<file path="src/pkg/eeprom_group_ecc_defs.svh">
// Constants for the group error-correction block between command decoder and array.
// Contract
// Correction adds no serial-visible change to formats, byte order or cycle counts.
// Any single flipped bit in a four-byte group is corrected on every read.
// Groups are four bytes aligned, sharing upper address bits, low two bits 0..3.
// A lone byte write rewrites the other three group bytes and fresh check bits.
// Host keeps total programming cycles per group below the rated endurance.
// Host drives address bit fifteen as zero; fifteen bits select the array.
// Every completed write instruction launches exactly one internal programming cycle.
// Status byte reads all ones while programming, including group rewrites, runs.
// One write touches at most one page; all its groups finish in one cycle.
// Several new bytes in one group merge and that group is programmed once.
`ifndef EEPROM_GROUP_ECC_DEFS_SVH
`define EEPROM_GROUP_ECC_DEFS_SVH
`define ECC_ADDR_W 15
`define ECC_GRP_W 13
`define ECC_PAGE_W 8
`define ECC_GIDX_W 5
`define ECC_PAGE_BYTES 128
`define ECC_PAGE_GROUPS 32
`define ECC_LAST_GIDX 5'h1f
`define ECC_CHK_W 6
`define ECC_DATA_W 32
`define ECC_STATUS_BUSY 8'hff
`endif

</file>
<file path="src/pkg/eeprom_group_ecc_pkg.sv">
// Types shared by the group error-correction block.
`include "eeprom_group_ecc_defs.svh"
package eeprom_group_ecc_pkg;
	// One stored group: four data bytes and their check bits.
	typedef struct packed {
		logic [`ECC_CHK_W-1:0] chk;
		logic [`ECC_DATA_W-1:0] data;
	} grp_word_t;

	// Request to the nonvolatile array.
	typedef struct packed {
		logic req;
		logic we;
		logic [`ECC_GRP_W-1:0] grp;
	} arr_cmd_t;

	typedef enum {ST_IDLE, ST_RD, ST_SCAN, ST_FETCH, ST_PROG} ecc_state_t;
endpackage : eeprom_group_ecc_pkg

</file>
<file path="src/verilog/eeprom_group_ecc.sv">
// Group error-correction engine between the serial command decoder and the array.
`timescale 1ns/10ps
`include "eeprom_group_ecc_defs.svh"
module eeprom_group_ecc (
	// Clock, reset and enable.
	input wire logic core_clk_in,
	input wire logic rst_n_in,
	input wire logic clk_en_in,
	// Read requests from the decoder.
	input wire logic rd_req_in,
	input wire logic [`ECC_ADDR_W-1:0] rd_addr_in,
	output logic [7:0] rd_data_out,
	output logic rd_valid_out,
	output logic ecc_fix_out,
	// Write bytes and instruction end from the decoder.
	input wire logic wr_byte_in,
	input wire logic [`ECC_ADDR_W-1:0] wr_addr_in,
	input wire logic [7:0] wr_data_in,
	input wire logic wr_commit_in,
	input wire logic wr_discard_in,
	// Status path.
	input wire logic [7:0] status_in,
	output logic [7:0] status_out,
	output logic busy_out,
	// Array port.
	output eeprom_group_ecc_pkg::arr_cmd_t arr_cmd_out,
	output eeprom_group_ecc_pkg::grp_word_t arr_wdata_out,
	input wire eeprom_group_ecc_pkg::grp_word_t arr_rdata_in,
	input wire logic arr_ack_in
);
	import eeprom_group_ecc_pkg::*;

	// Hamming position of data bit i, skipping the power-of-two check positions.
	function automatic logic [`ECC_CHK_W-1:0] bit_pos(input int i);
		int n;
		logic [`ECC_CHK_W-1:0] r;
		n = 0;
		r = '0;
		for (int k = 3; k < 40; k++) begin
			if ((k & (k - 1)) != 0) begin
				if (n == i) r = k[`ECC_CHK_W-1:0];
				n++;
			end
		end
		return r;
	endfunction : bit_pos

	// Check bits over the four data bytes of a group.
	function automatic logic [`ECC_CHK_W-1:0] chk_gen(input logic [`ECC_DATA_W-1:0] d);
		logic [`ECC_CHK_W-1:0] c;
		logic [`ECC_CHK_W-1:0] p;
		c = '0;
		for (int i = 0; i < `ECC_DATA_W; i++) begin
			p = bit_pos(i);
			for (int j = 0; j < `ECC_CHK_W; j++) begin
				if (p[j]) c[j] = c[j] ^ d[i];
			end
		end
		return c;
	endfunction : chk_gen

	ecc_state_t state_r, state_nxt;
	logic [`ECC_GRP_W-1:0] rgrp_r, rgrp_nxt;
	logic [1:0] rbyte_r, rbyte_nxt;
	logic [`ECC_PAGE_W-1:0] page_r, page_nxt;
	logic [`ECC_GIDX_W-1:0] gidx_r, gidx_nxt;
	logic [7:0] pbuf_r [`ECC_PAGE_BYTES];
	logic [7:0] pbuf_nxt [`ECC_PAGE_BYTES];
	logic [`ECC_PAGE_BYTES-1:0] pmask_r, pmask_nxt;
	grp_word_t wword_r, wword_nxt;
	logic [`ECC_DATA_W-1:0] cache_r, cache_nxt;
	logic [`ECC_GRP_W-1:0] cgrp_r, cgrp_nxt;
	logic cvld_r, cvld_nxt;
	logic [7:0] rdata_r, rdata_nxt;
	logic rvalid_r, rvalid_nxt;
	logic fix_r, fix_nxt;
	logic [7:0] status_r, status_nxt;
	logic [`ECC_CHK_W-1:0] syndrome;
	logic [`ECC_DATA_W-1:0] fixed;
	logic [`ECC_DATA_W-1:0] merged;
	logic [3:0] gmask;
	logic prog_busy;

	// Syndrome of the word the array returns; it points at the flipped data bit.
	assign syndrome = arr_rdata_in.chk ^ chk_gen(arr_rdata_in.data);

	// Per-bit correction and merge of buffered bytes into the fetched group.
	for (genvar b = 0; b < `ECC_DATA_W; b++) begin : g_bit
		// Byte lane and bit within the lane, kept as constants so no genvar is sliced.
		localparam logic [1:0] LANE = 2'(b / 8);
		localparam logic [2:0] LBIT = 3'(b % 8);
		assign fixed[b] = arr_rdata_in.data[b] ^ (syndrome == bit_pos(b));
		assign merged[b] = pmask_r[{gidx_r, LANE}] ?
			pbuf_r[{gidx_r, LANE}][LBIT] : fixed[b];
	end
	assign gmask = pmask_r[{gidx_r, 2'b00} +: 4];
	assign prog_busy = (state_r == ST_SCAN) || (state_r == ST_FETCH) || (state_r == ST_PROG);

	// Array request; held until the array acknowledges.
	always_comb begin
		arr_cmd_out.req = (state_r == ST_RD) || (state_r == ST_FETCH) || (state_r == ST_PROG);
		arr_cmd_out.we = (state_r == ST_PROG);
		arr_cmd_out.grp = (state_r == ST_RD) ? rgrp_r : {page_r, gidx_r};
	end
	assign arr_wdata_out = wword_r;

	// Next-state logic for the sequencer, page buffer, group cache and outputs.
	always_comb begin
		state_nxt = state_r;
		rgrp_nxt = rgrp_r;
		rbyte_nxt = rbyte_r;
		page_nxt = page_r;
		gidx_nxt = gidx_r;
		pbuf_nxt = pbuf_r;
		pmask_nxt = pmask_r;
		wword_nxt = wword_r;
		cache_nxt = cache_r;
		cgrp_nxt = cgrp_r;
		cvld_nxt = cvld_r;
		rdata_nxt = rdata_r;
		rvalid_nxt = 1'b0;
		fix_nxt = 1'b0;
		unique case (state_r)
			ST_IDLE: begin
				// Bytes land at their in-page offset, so a wrapped page keeps the last 128.
				if (wr_byte_in) begin
					if (pmask_r == '0) page_nxt = wr_addr_in[`ECC_ADDR_W-1:7];
					pbuf_nxt[wr_addr_in[6:0]] = wr_data_in;
					pmask_nxt[wr_addr_in[6:0]] = 1'b1;
				end
				if (wr_discard_in) begin
					pmask_nxt = '0;
				end else if (wr_commit_in && (pmask_r != '0 || wr_byte_in)) begin
					gidx_nxt = '0;
					cvld_nxt = 1'b0;
					state_nxt = ST_SCAN;
				end else if (rd_req_in) begin
					// A cached group answers at once; bytes of a group come out corrected.
					if (cvld_r && cgrp_r == rd_addr_in[`ECC_ADDR_W-1:2]) begin
						rdata_nxt = cache_r[{rd_addr_in[1:0], 3'b000} +: 8];
						rvalid_nxt = 1'b1;
					end else begin
						rgrp_nxt = rd_addr_in[`ECC_ADDR_W-1:2];
						rbyte_nxt = rd_addr_in[1:0];
						state_nxt = ST_RD;
					end
				end
			end
			ST_RD: begin
				if (arr_ack_in) begin
					cache_nxt = fixed;
					cgrp_nxt = rgrp_r;
					cvld_nxt = 1'b1;
					rdata_nxt = fixed[{rbyte_r, 3'b000} +: 8];
					rvalid_nxt = 1'b1;
					fix_nxt = (syndrome != '0);
					state_nxt = ST_IDLE;
				end
			end
			ST_SCAN: begin
				// Untouched groups are skipped so no group is worn needlessly.
				if (gmask != 4'h0) begin
					state_nxt = ST_FETCH;
				end else if (gidx_r == `ECC_LAST_GIDX) begin
					pmask_nxt = '0;
					state_nxt = ST_IDLE;
				end else begin
					gidx_nxt = gidx_r + 1'b1;
				end
			end
			ST_FETCH: begin
				if (arr_ack_in) begin
					wword_nxt.data = merged;
					wword_nxt.chk = chk_gen(merged);
					state_nxt = ST_PROG;
				end
			end
			ST_PROG: begin
				// Each touched group is written exactly once per instruction.
				if (arr_ack_in) begin
					if (gidx_r == `ECC_LAST_GIDX) begin
						pmask_nxt = '0;
						state_nxt = ST_IDLE;
					end else begin
						gidx_nxt = gidx_r + 1'b1;
						state_nxt = ST_SCAN;
					end
				end
			end
		endcase
		status_nxt = (state_nxt != ST_IDLE && state_nxt != ST_RD) ?
			`ECC_STATUS_BUSY : status_in;
	end

	// Register stage; clock enable low freezes everything.
	always_ff @(posedge core_clk_in or negedge rst_n_in) begin
		if (!rst_n_in) begin
			state_r <= ST_IDLE;
			rgrp_r <= '0;
			rbyte_r <= '0;
			page_r <= '0;
			gidx_r <= '0;
			pbuf_r <= '{default: 8'h00};
			pmask_r <= '0;
			wword_r <= '0;
			cache_r <= '0;
			cgrp_r <= '0;
			cvld_r <= 1'b0;
			rdata_r <= 8'h00;
			rvalid_r <= 1'b0;
			fix_r <= 1'b0;
			status_r <= 8'h00;
		end else if (clk_en_in) begin
			state_r <= state_nxt;
			rgrp_r <= rgrp_nxt;
			rbyte_r <= rbyte_nxt;
			page_r <= page_nxt;
			gidx_r <= gidx_nxt;
			pbuf_r <= pbuf_nxt;
			pmask_r <= pmask_nxt;
			wword_r <= wword_nxt;
			cache_r <= cache_nxt;
			cgrp_r <= cgrp_nxt;
			cvld_r <= cvld_nxt;
			rdata_r <= rdata_nxt;
			rvalid_r <= rvalid_nxt;
			fix_r <= fix_nxt;
			status_r <= status_nxt;
		end
	end

	// Read outputs and status_out come straight from flops, busy_out is decoded from state_r, so the serial timing never sees correction.
	assign rd_data_out = rdata_r;
	assign rd_valid_out = rvalid_r;
	assign ecc_fix_out = fix_r;
	assign status_out = status_r;
	assign busy_out = prog_busy;
endmodule : eeprom_group_ecc

</file>
<file path="config.mk">
export PLATFORM = sky130hd
export DESIGN_NAME = eeprom_group_ecc
export DESIGN_NICKNAME = d
export VERILOG_FILES = /design/src/pkg/eeprom_group_ecc_pkg.sv /design/src/verilog/eeprom_group_ecc.sv
export VERILOG_INCLUDE_DIRS = /design/src /design/src/pkg
export SDC_FILE = /design/constraint.sdc
export NUM_CORES = 2
export LEC_CHECK = 0
export BUFFER_PORTS_ARGS = -buffer_cell sky130_fd_sc_hd__clkbuf_2
export CAP_MARGIN = 20
export CORE_MARGIN = 2
export CORE_UTILIZATION = 50
export CTS_CLUSTER_SIZE = 24
export DETAILED_ROUTE_END_ITERATION = 16
export PLACE_DENSITY = 0.69
export SYNTH_ARGS = -nofsm -noshare
export SYNTH_HDL_FRONTEND = slang
export SYNTH_SLANG_ARGS = --single-unit
export TNS_END_PERCENT = 30
</file>
<file path="constraint.sdc">
create_clock -name core_clk_in -period 5.1 [get_ports core_clk_in]
set_clock_uncertainty 0.15 [all_clocks]
set_input_delay 1.02 -clock core_clk_in [delete_from_list [all_inputs] [get_ports core_clk_in]]
set_output_delay 1.02 -clock core_clk_in [all_outputs]
set_load 0.1 [all_outputs]
</file>
# Word-level counts from Yosys, hierarchy flattened
# Cells that the tools add are included.
# Widths: inputs -> output; s select.
[classes] n_shift=3 n_lt_le_gt_ge=12 reduce_logical=59 bitwise=312 eq_ne=1044 addsub=32 mux=1816
[ops] operator="$eq 32x6->1 const B" count=512
[ops] operator="$eq 32x5->1 const B" count=256
[ops] operator="$mux 6" count=1034
[ops] operator="$eq 32x4->1 const B" count=129
[ops] operator="$mux 32" count=73
[ops] operator="$eq 32x3->1 const B" count=67
[ops] operator="$eq 32x2->1 const B" count=35
[ops] operator="$logic_not 32->1" count=33
[ops] operator="$bwmux 1024" count=1
[ops] operator="$add 32x2->32 const B" count=31
[ops] operator="$mux 128" count=5
[ops] operator="$mux 1" count=611
[ops] operator="$pmux 128 s3" count=1
[ops] operator="$xor 1x1->1" count=302
[ops] operator="$bmux 8 s7" count=4
[ops] operator="$pmux 32 s5" count=1
[ops] operator="$logic_not 128->1" count=1
[ops] operator="$or 128x128->128" count=1
[ops] operator="$reduce_bool 128->1" count=1
[ops] operator="$shiftx 128x8->4" count=1
[ops] operator="$mux 3" count=42
[ops] operator="$mux 8" count=15
[ops] operator="$eq 6x5->1 const B" count=15
[ops] operator="$shiftx 32x6->8" count=2
[ops] operator="other kinds (40)" count=105
[totals] regBits=1314 in_bits=92

# Depth between registers and ports, before layout
[logic_depth] depth_word=224 depth_mapped=16

# Worst setup path after synthesis
# OpenSTA, ideal clock, no wires.
[synth_timing] path_type="input-to-reg" from="input port arr_rdata_in[14] (netlist name)" to="register wword_r, in the netlist arr_wdata_out[34]" slack_ns=0.732 cell_stages=12 required_ns=4.819 t_arrival_ns=4.087 cell_sequence="xnor3_2 xnor2_2 xor3_2 nor2_1 mux2i_2 or4_1 a31oi_2 xnor3_1 xnor3_2 xnor2_2 xnor2_1 o21ai_1"
[synth_between] elab_chain_cells=141
[synth_lines] element="from (decl)" line_no="eeprom_group_ecc.sv:28" text="input wire eeprom_group_ecc_pkg::grp_word_t arr_rdata_in,"
[synth_lines] element="$xor 1x1->1 (12 in a row)" line_no="eeprom_group_ecc.sv:56" text="if (p[j]) c[j] = c[j] ^ d[i];"
[synth_lines] element="$xor 6x6->6" line_no="eeprom_group_ecc.sv:85" text="assign syndrome = arr_rdata_in.chk ^ chk_gen(arr_rdata_in.data);"
[synth_lines] element="$eq 6x2->1" line_no="eeprom_group_ecc.sv:92" text="assign fixed[b] = arr_rdata_in.data[b] ^ (syndrome == bit_pos(b));"
[synth_lines] element="$xor 1x1->1" line_no="eeprom_group_ecc.sv:92"
[synth_lines] element="$mux 1" line_no="eeprom_group_ecc.sv:93" text="assign merged[b] = pmask_r[{gidx_r, LANE}] ?"
[synth_lines] element="$mux 1" line_no="eeprom_group_ecc.sv:56"
[synth_lines] element="$mux 1" line_no="eeprom_group_ecc.sv:172" text="if (arr_ack_in) begin"
[synth_lines] element="$mux 1" line_no="eeprom_group_ecc.sv:123" text="unique case (state_r)"
[synth_lines] element="[... 114 more ...]"
[synth_lines] element="$mux 1" line_no="eeprom_group_ecc.sv:172"
[synth_lines] element="$mux 1" line_no="eeprom_group_ecc.sv:123"
[synth_lines] element="$xor 1x1->1" line_no="eeprom_group_ecc.sv:56"
[synth_lines] element="$mux 1" line_no="eeprom_group_ecc.sv:56"
[synth_lines] element="$mux 1" line_no="eeprom_group_ecc.sv:172"
[synth_lines] element="$mux 1" line_no="eeprom_group_ecc.sv:123"
[synth_lines] element="$xor 1x1->1" line_no="eeprom_group_ecc.sv:56"
[synth_lines] element="$mux 1 (*)" line_no="eeprom_group_ecc.sv:56"
[synth_lines] element="to (signal assigned)" line_no="eeprom_group_ecc.sv:221" text="wword_r <= wword_nxt;"
[synth_lines] element="to (decl)" line_no="eeprom_group_ecc.sv:70" text="grp_word_t wword_r, wword_nxt;"
# Every way passes the cells marked *; elsewhere a longest branch is shown, timed or not. The select of a mux whose other input is x is not followed.
# A chain may end at the register's enable or synchronous reset.

# Worst setup path after layout
[layout_timing] from="register gidx_r[1]" to="register pmask_r[12]"
[layout_between] elab_chain_cells=4
[layout_lines] element="from (decl)" line_no="eeprom_group_ecc.sv:66" text="logic [`ECC_GIDX_W-1:0] gidx_r, gidx_nxt;"
[layout_lines] element="from (signal assigned)" line_no="eeprom_group_ecc.sv:218" text="gidx_r <= gidx_nxt;"
[layout_lines] element="$shiftx 128x8->4 or $eq 5x5->1 (tied branches)"
[layout_lines] element="$reduce_bool 4->1 or $mux 128 (tied branches)"
[layout_lines] element="$ne 2x2->1 (no line), or another cell as far along"
[layout_lines] element="$reduce_and 5->1 (no line) or $pmux 128 s3 (tied branches)"
[layout_lines] element="to (signal assigned)" line_no="eeprom_group_ecc.sv:220" text="pmask_r <= pmask_nxt;"
[layout_lines] element="to (decl)" line_no="eeprom_group_ecc.sv:69" text="logic [`ECC_PAGE_BYTES-1:0] pmask_r, pmask_nxt;"
# Several ways; a longest one is shown, not always the timed one. The select of a mux whose other input is x is not followed.

==> qor.csv <==
stage,metric,value,unit
floorplan,number of I/O pins,164,
synthesis,most common flop cell mapped by yosys,dfrtp_1,
finish,FILL cells,9474,
detailed_routing,metal3 WL,10.0,mm
place,DP Area,65600,µm²
detailed_routing,router iterations before antenna repair,6,
finish,Nets,4549,
detailed_routing,met2 WL,78.2,mm
synthesis,"EDFF count, synth",0,
grt,Congestion Overflow GR,0,
setup_path,CP arrival,5270,ps
detailed_routing,met1 wire length,70.5,mm
timing,setup TNS,0,ps
grt,vias in the first global route,38800,
cts,Max Buffers Root-to-Sink,3,
detailed_routing,DRC,0,
detailed_routing,DR vias/cell,6.10,
cts,Sink Count,1314,
timing,RSZ-0062 raised after global routing,no,
place,placer congestion estimate,0.914,
finish,utilization after layout,57.7,%
finish,Area Growth Syn to Fin,14.1,%
setup_path,reg2reg start,gidx_r[1],
timing,fin crit share,92.7,%
detailed_routing,drt total wl,164,mm
floorplan,row cnt,128,
floorplan,Starting Density,50.6,%
synthesis,Avg Synthesized Cell Area,14.7,µm²
synthesis,Yosys cell types,66,
grt,Global Route Usage Sum,26.3,%
detailed_routing,WL per Instance,26.5,µm
timing,Slew headroom,21.2,%
setup_path,crit path kind,flip-flop to flip-flop,
finish,most frequent cells in the layout,"dfrtp_1 (1310), mux2_2 (1092), mux4_2 (376)",
grt,antenna violations before repair,3,
floorplan,Die Y,356,µm
setup_path,Reg2Reg Depth,14,
synthesis,cell area after synthesis,61800,µm²
cts,"Hold-fix buffers, CTS",0,
power_and_ir_drop,Power Dens Cells,454,nW/µm²
finish,design area,70500,µm²
timing,Final Hold Vio Count,0,
cts,clk slew on worst S/H paths,60,ps
setup_path,CP Capture Type,flip-flop,
timing,Worst Max-Slew Pin Slew,1180,ps
cts,CTS tree,built,
timing,Final Critical Period,4730,ps
detailed_routing,via count,37800,
run,Max-Cap Viols,0,
floorplan,die area,126000,µm²
setup_path,Reg2Reg Setup Slack,370,ps
outcome,status,finished clean,
synthesis,syn nets,4303,
grt,largest net degree at the start of global routing,129,
setup_path,startpoint types,flip-flop,
detailed_routing,initial drt markers,3289,
finish,layout cell share with drive strength beyond 1,47.7,%
synthesis,post-synthesis register bit count,1314,
timing,Hold WS,18.8,ps
detailed_routing,remaining antenna violation count,0,
grt,global-route wire length before repair,250,mm
synthesis,ys async rst share,100,%
setup_path,Worst EP required,5640,ps
cts,# H-tree levels,4,
power_and_ir_drop,PnR Total Power,32.0,mW
power_and_ir_drop,P_leak,33.4,nW
place,hpwl dp,108,mm
timing,# setup viols final,0,
place,IO Port Bufs,163,
cts,number of CTS-inserted buffers,138,
setup_path,Critical Path Fanout Max,45,
synthesis,sequential element share of the synthesized area,53.2,%
cts,Clock Tree Root,clkbuf_16,
floorplan,Die X,356,µm
timing,max-slew violations,0,
timing,fmax,211,MHz
hold_path,Min-Delay Path Class,primary input to async pin,
setup_path,RR Endpoint,pmask_r[12],
finish,"commonest non-fill, non-tap cell in the layout",dfrtp_1,
detailed_routing,top layer in use,met5,
floorplan,core area,122000,µm²
synthesis,Syn Inst Count,4209,
synthesis,warnings from Yosys,0,
power_and_ir_drop,maximum vdd drop,865,µV
cts,latest clock arrival within the worst-skew pair,790,ps
## critical path, stage by stage, from the launching register on
cell and delay, ps:
dfrtp_4 910, buf_12 310, mux4_2 330, mux4_2 510
o41ai_1 360, o21ai_1 350, nor2_1 180, o211ai_1 240
nor3_1 260, buf_4 170, nand2_1 120, nor3_2 120
buf_4 280, a21oi_1 120, nor2_1 140
## cell type report
| cell class | instances | area [µm²] | area share [%] |
|---|---|---|---|
| flip-flops and latches | 1314 | 32900 | 46.6 |
| clock buffers | 199 | 4060 | 5.76 |
| diodes | 2 | 5.00 | 0.00710 |
| clock inverters | 48 | 703 | 0.997 |
| well taps | 1625 | 2030 | 2.88 |
| repair buffers | 413 | 3200 | 4.53 |
| multi-input cells | 2576 | 27600 | 39.1 |
| inverters | 12 | 46.3 | 0.0656 |
## layer usage
| layer | GRT usage, % | vias up |
|---|---|---|
| li1 | - | 16100 |
| met1 | 37.2 | 20300 |
| met2 | 41.2 | 1128 |
| met3 | 4.89 | 266 |
| met4 | 9.02 | 6 |
| met5 | 0 | - |
## worst max path at each step
stage	startpoint	cells after the start	end
floorplan	arr_rdata_in[14]	12	arr_wdata_out[34]
global placement	arr_rdata_in[14]	13	arr_wdata_out[32]
detailed placement	arr_rdata_in[14]	13	arr_wdata_out[32]
CTS	state_r[16]	6	arr_cmd_out[6]
global route	gidx_r[1]	14	pmask_r[12]
finish	gidx_r[1]	14	pmask_r[12]
## sequential cells by signal, indices dropped and copies added (netlist names), 8 cells and up
name and cells:
arr_wdata_out 38, cache_r 32, cgrp_r 13, page_r 8, pbuf_r 1024, pmask_r 128
rd_data_out 8, rgrp_r 13, state_r 32, status_out 8
## synth_stat cells, types with 44 or more instances
master / n / share of area, %
mux2_2: 1092 / 20
xnor2_1: 82 / 1.2
o21ai_0: 63 / 0.51
mux4_2: 376 / 14
nand2_1: 157 / 0.95
dfrtp_1: 1314 / 53
clkbuf_1: 221 / 1.3
buf_2: 44 / 0.36
nor2_1: 241 / 1.5
a21oi_1: 143 / 1.2
and2_1: 45 / 0.46
nor4_1: 45 / 0.46
nor2b_1: 46 / 0.47
## logic make-up (layout without fill, tap and decap cells)
logic type,Yosys count,after routing,share of synthesized area (%)
AOI/OAI and AO/OA,327,327,3.34
muxes,1481,1481,33.8
adders and majority gates,2,2,0.0405
DFF,1314,1314,53.2
buffers and inverters,319,672,2.26
xor gates and xnor gates,129,129,2.41
other,0,2,0
and+or+nand+nor,637,637,4.90
## through the flow
step / setup WS, ps / instances
floorplan: 732 / 4209
global placement: 81.8 / 5931
detailed placement: 54.5 / 5931
CTS: 68.7 / 6178
global route: 26.0 / 6187
finish: 371 / 6189
## where the power goes
| part | internal (mW) | switching [mW] | total, mW |
|---|---|---|---|
| sequential | 11.4 | 0.800 | 12.2 |
| clock | 6.24 | 4.30 | 10.5 |
| combinational | 3.50 | 5.84 | 9.34 |
| total | 21.1 | 10.9 | 32.0 |
## timing repair
item,4_1_cts,5_1_grt
buffers inserted,0,5
endpoints found under the setup margin,13,23
gates resized for setup,1,0
pin swaps,0,0
(Power assumes the default switching activity.)
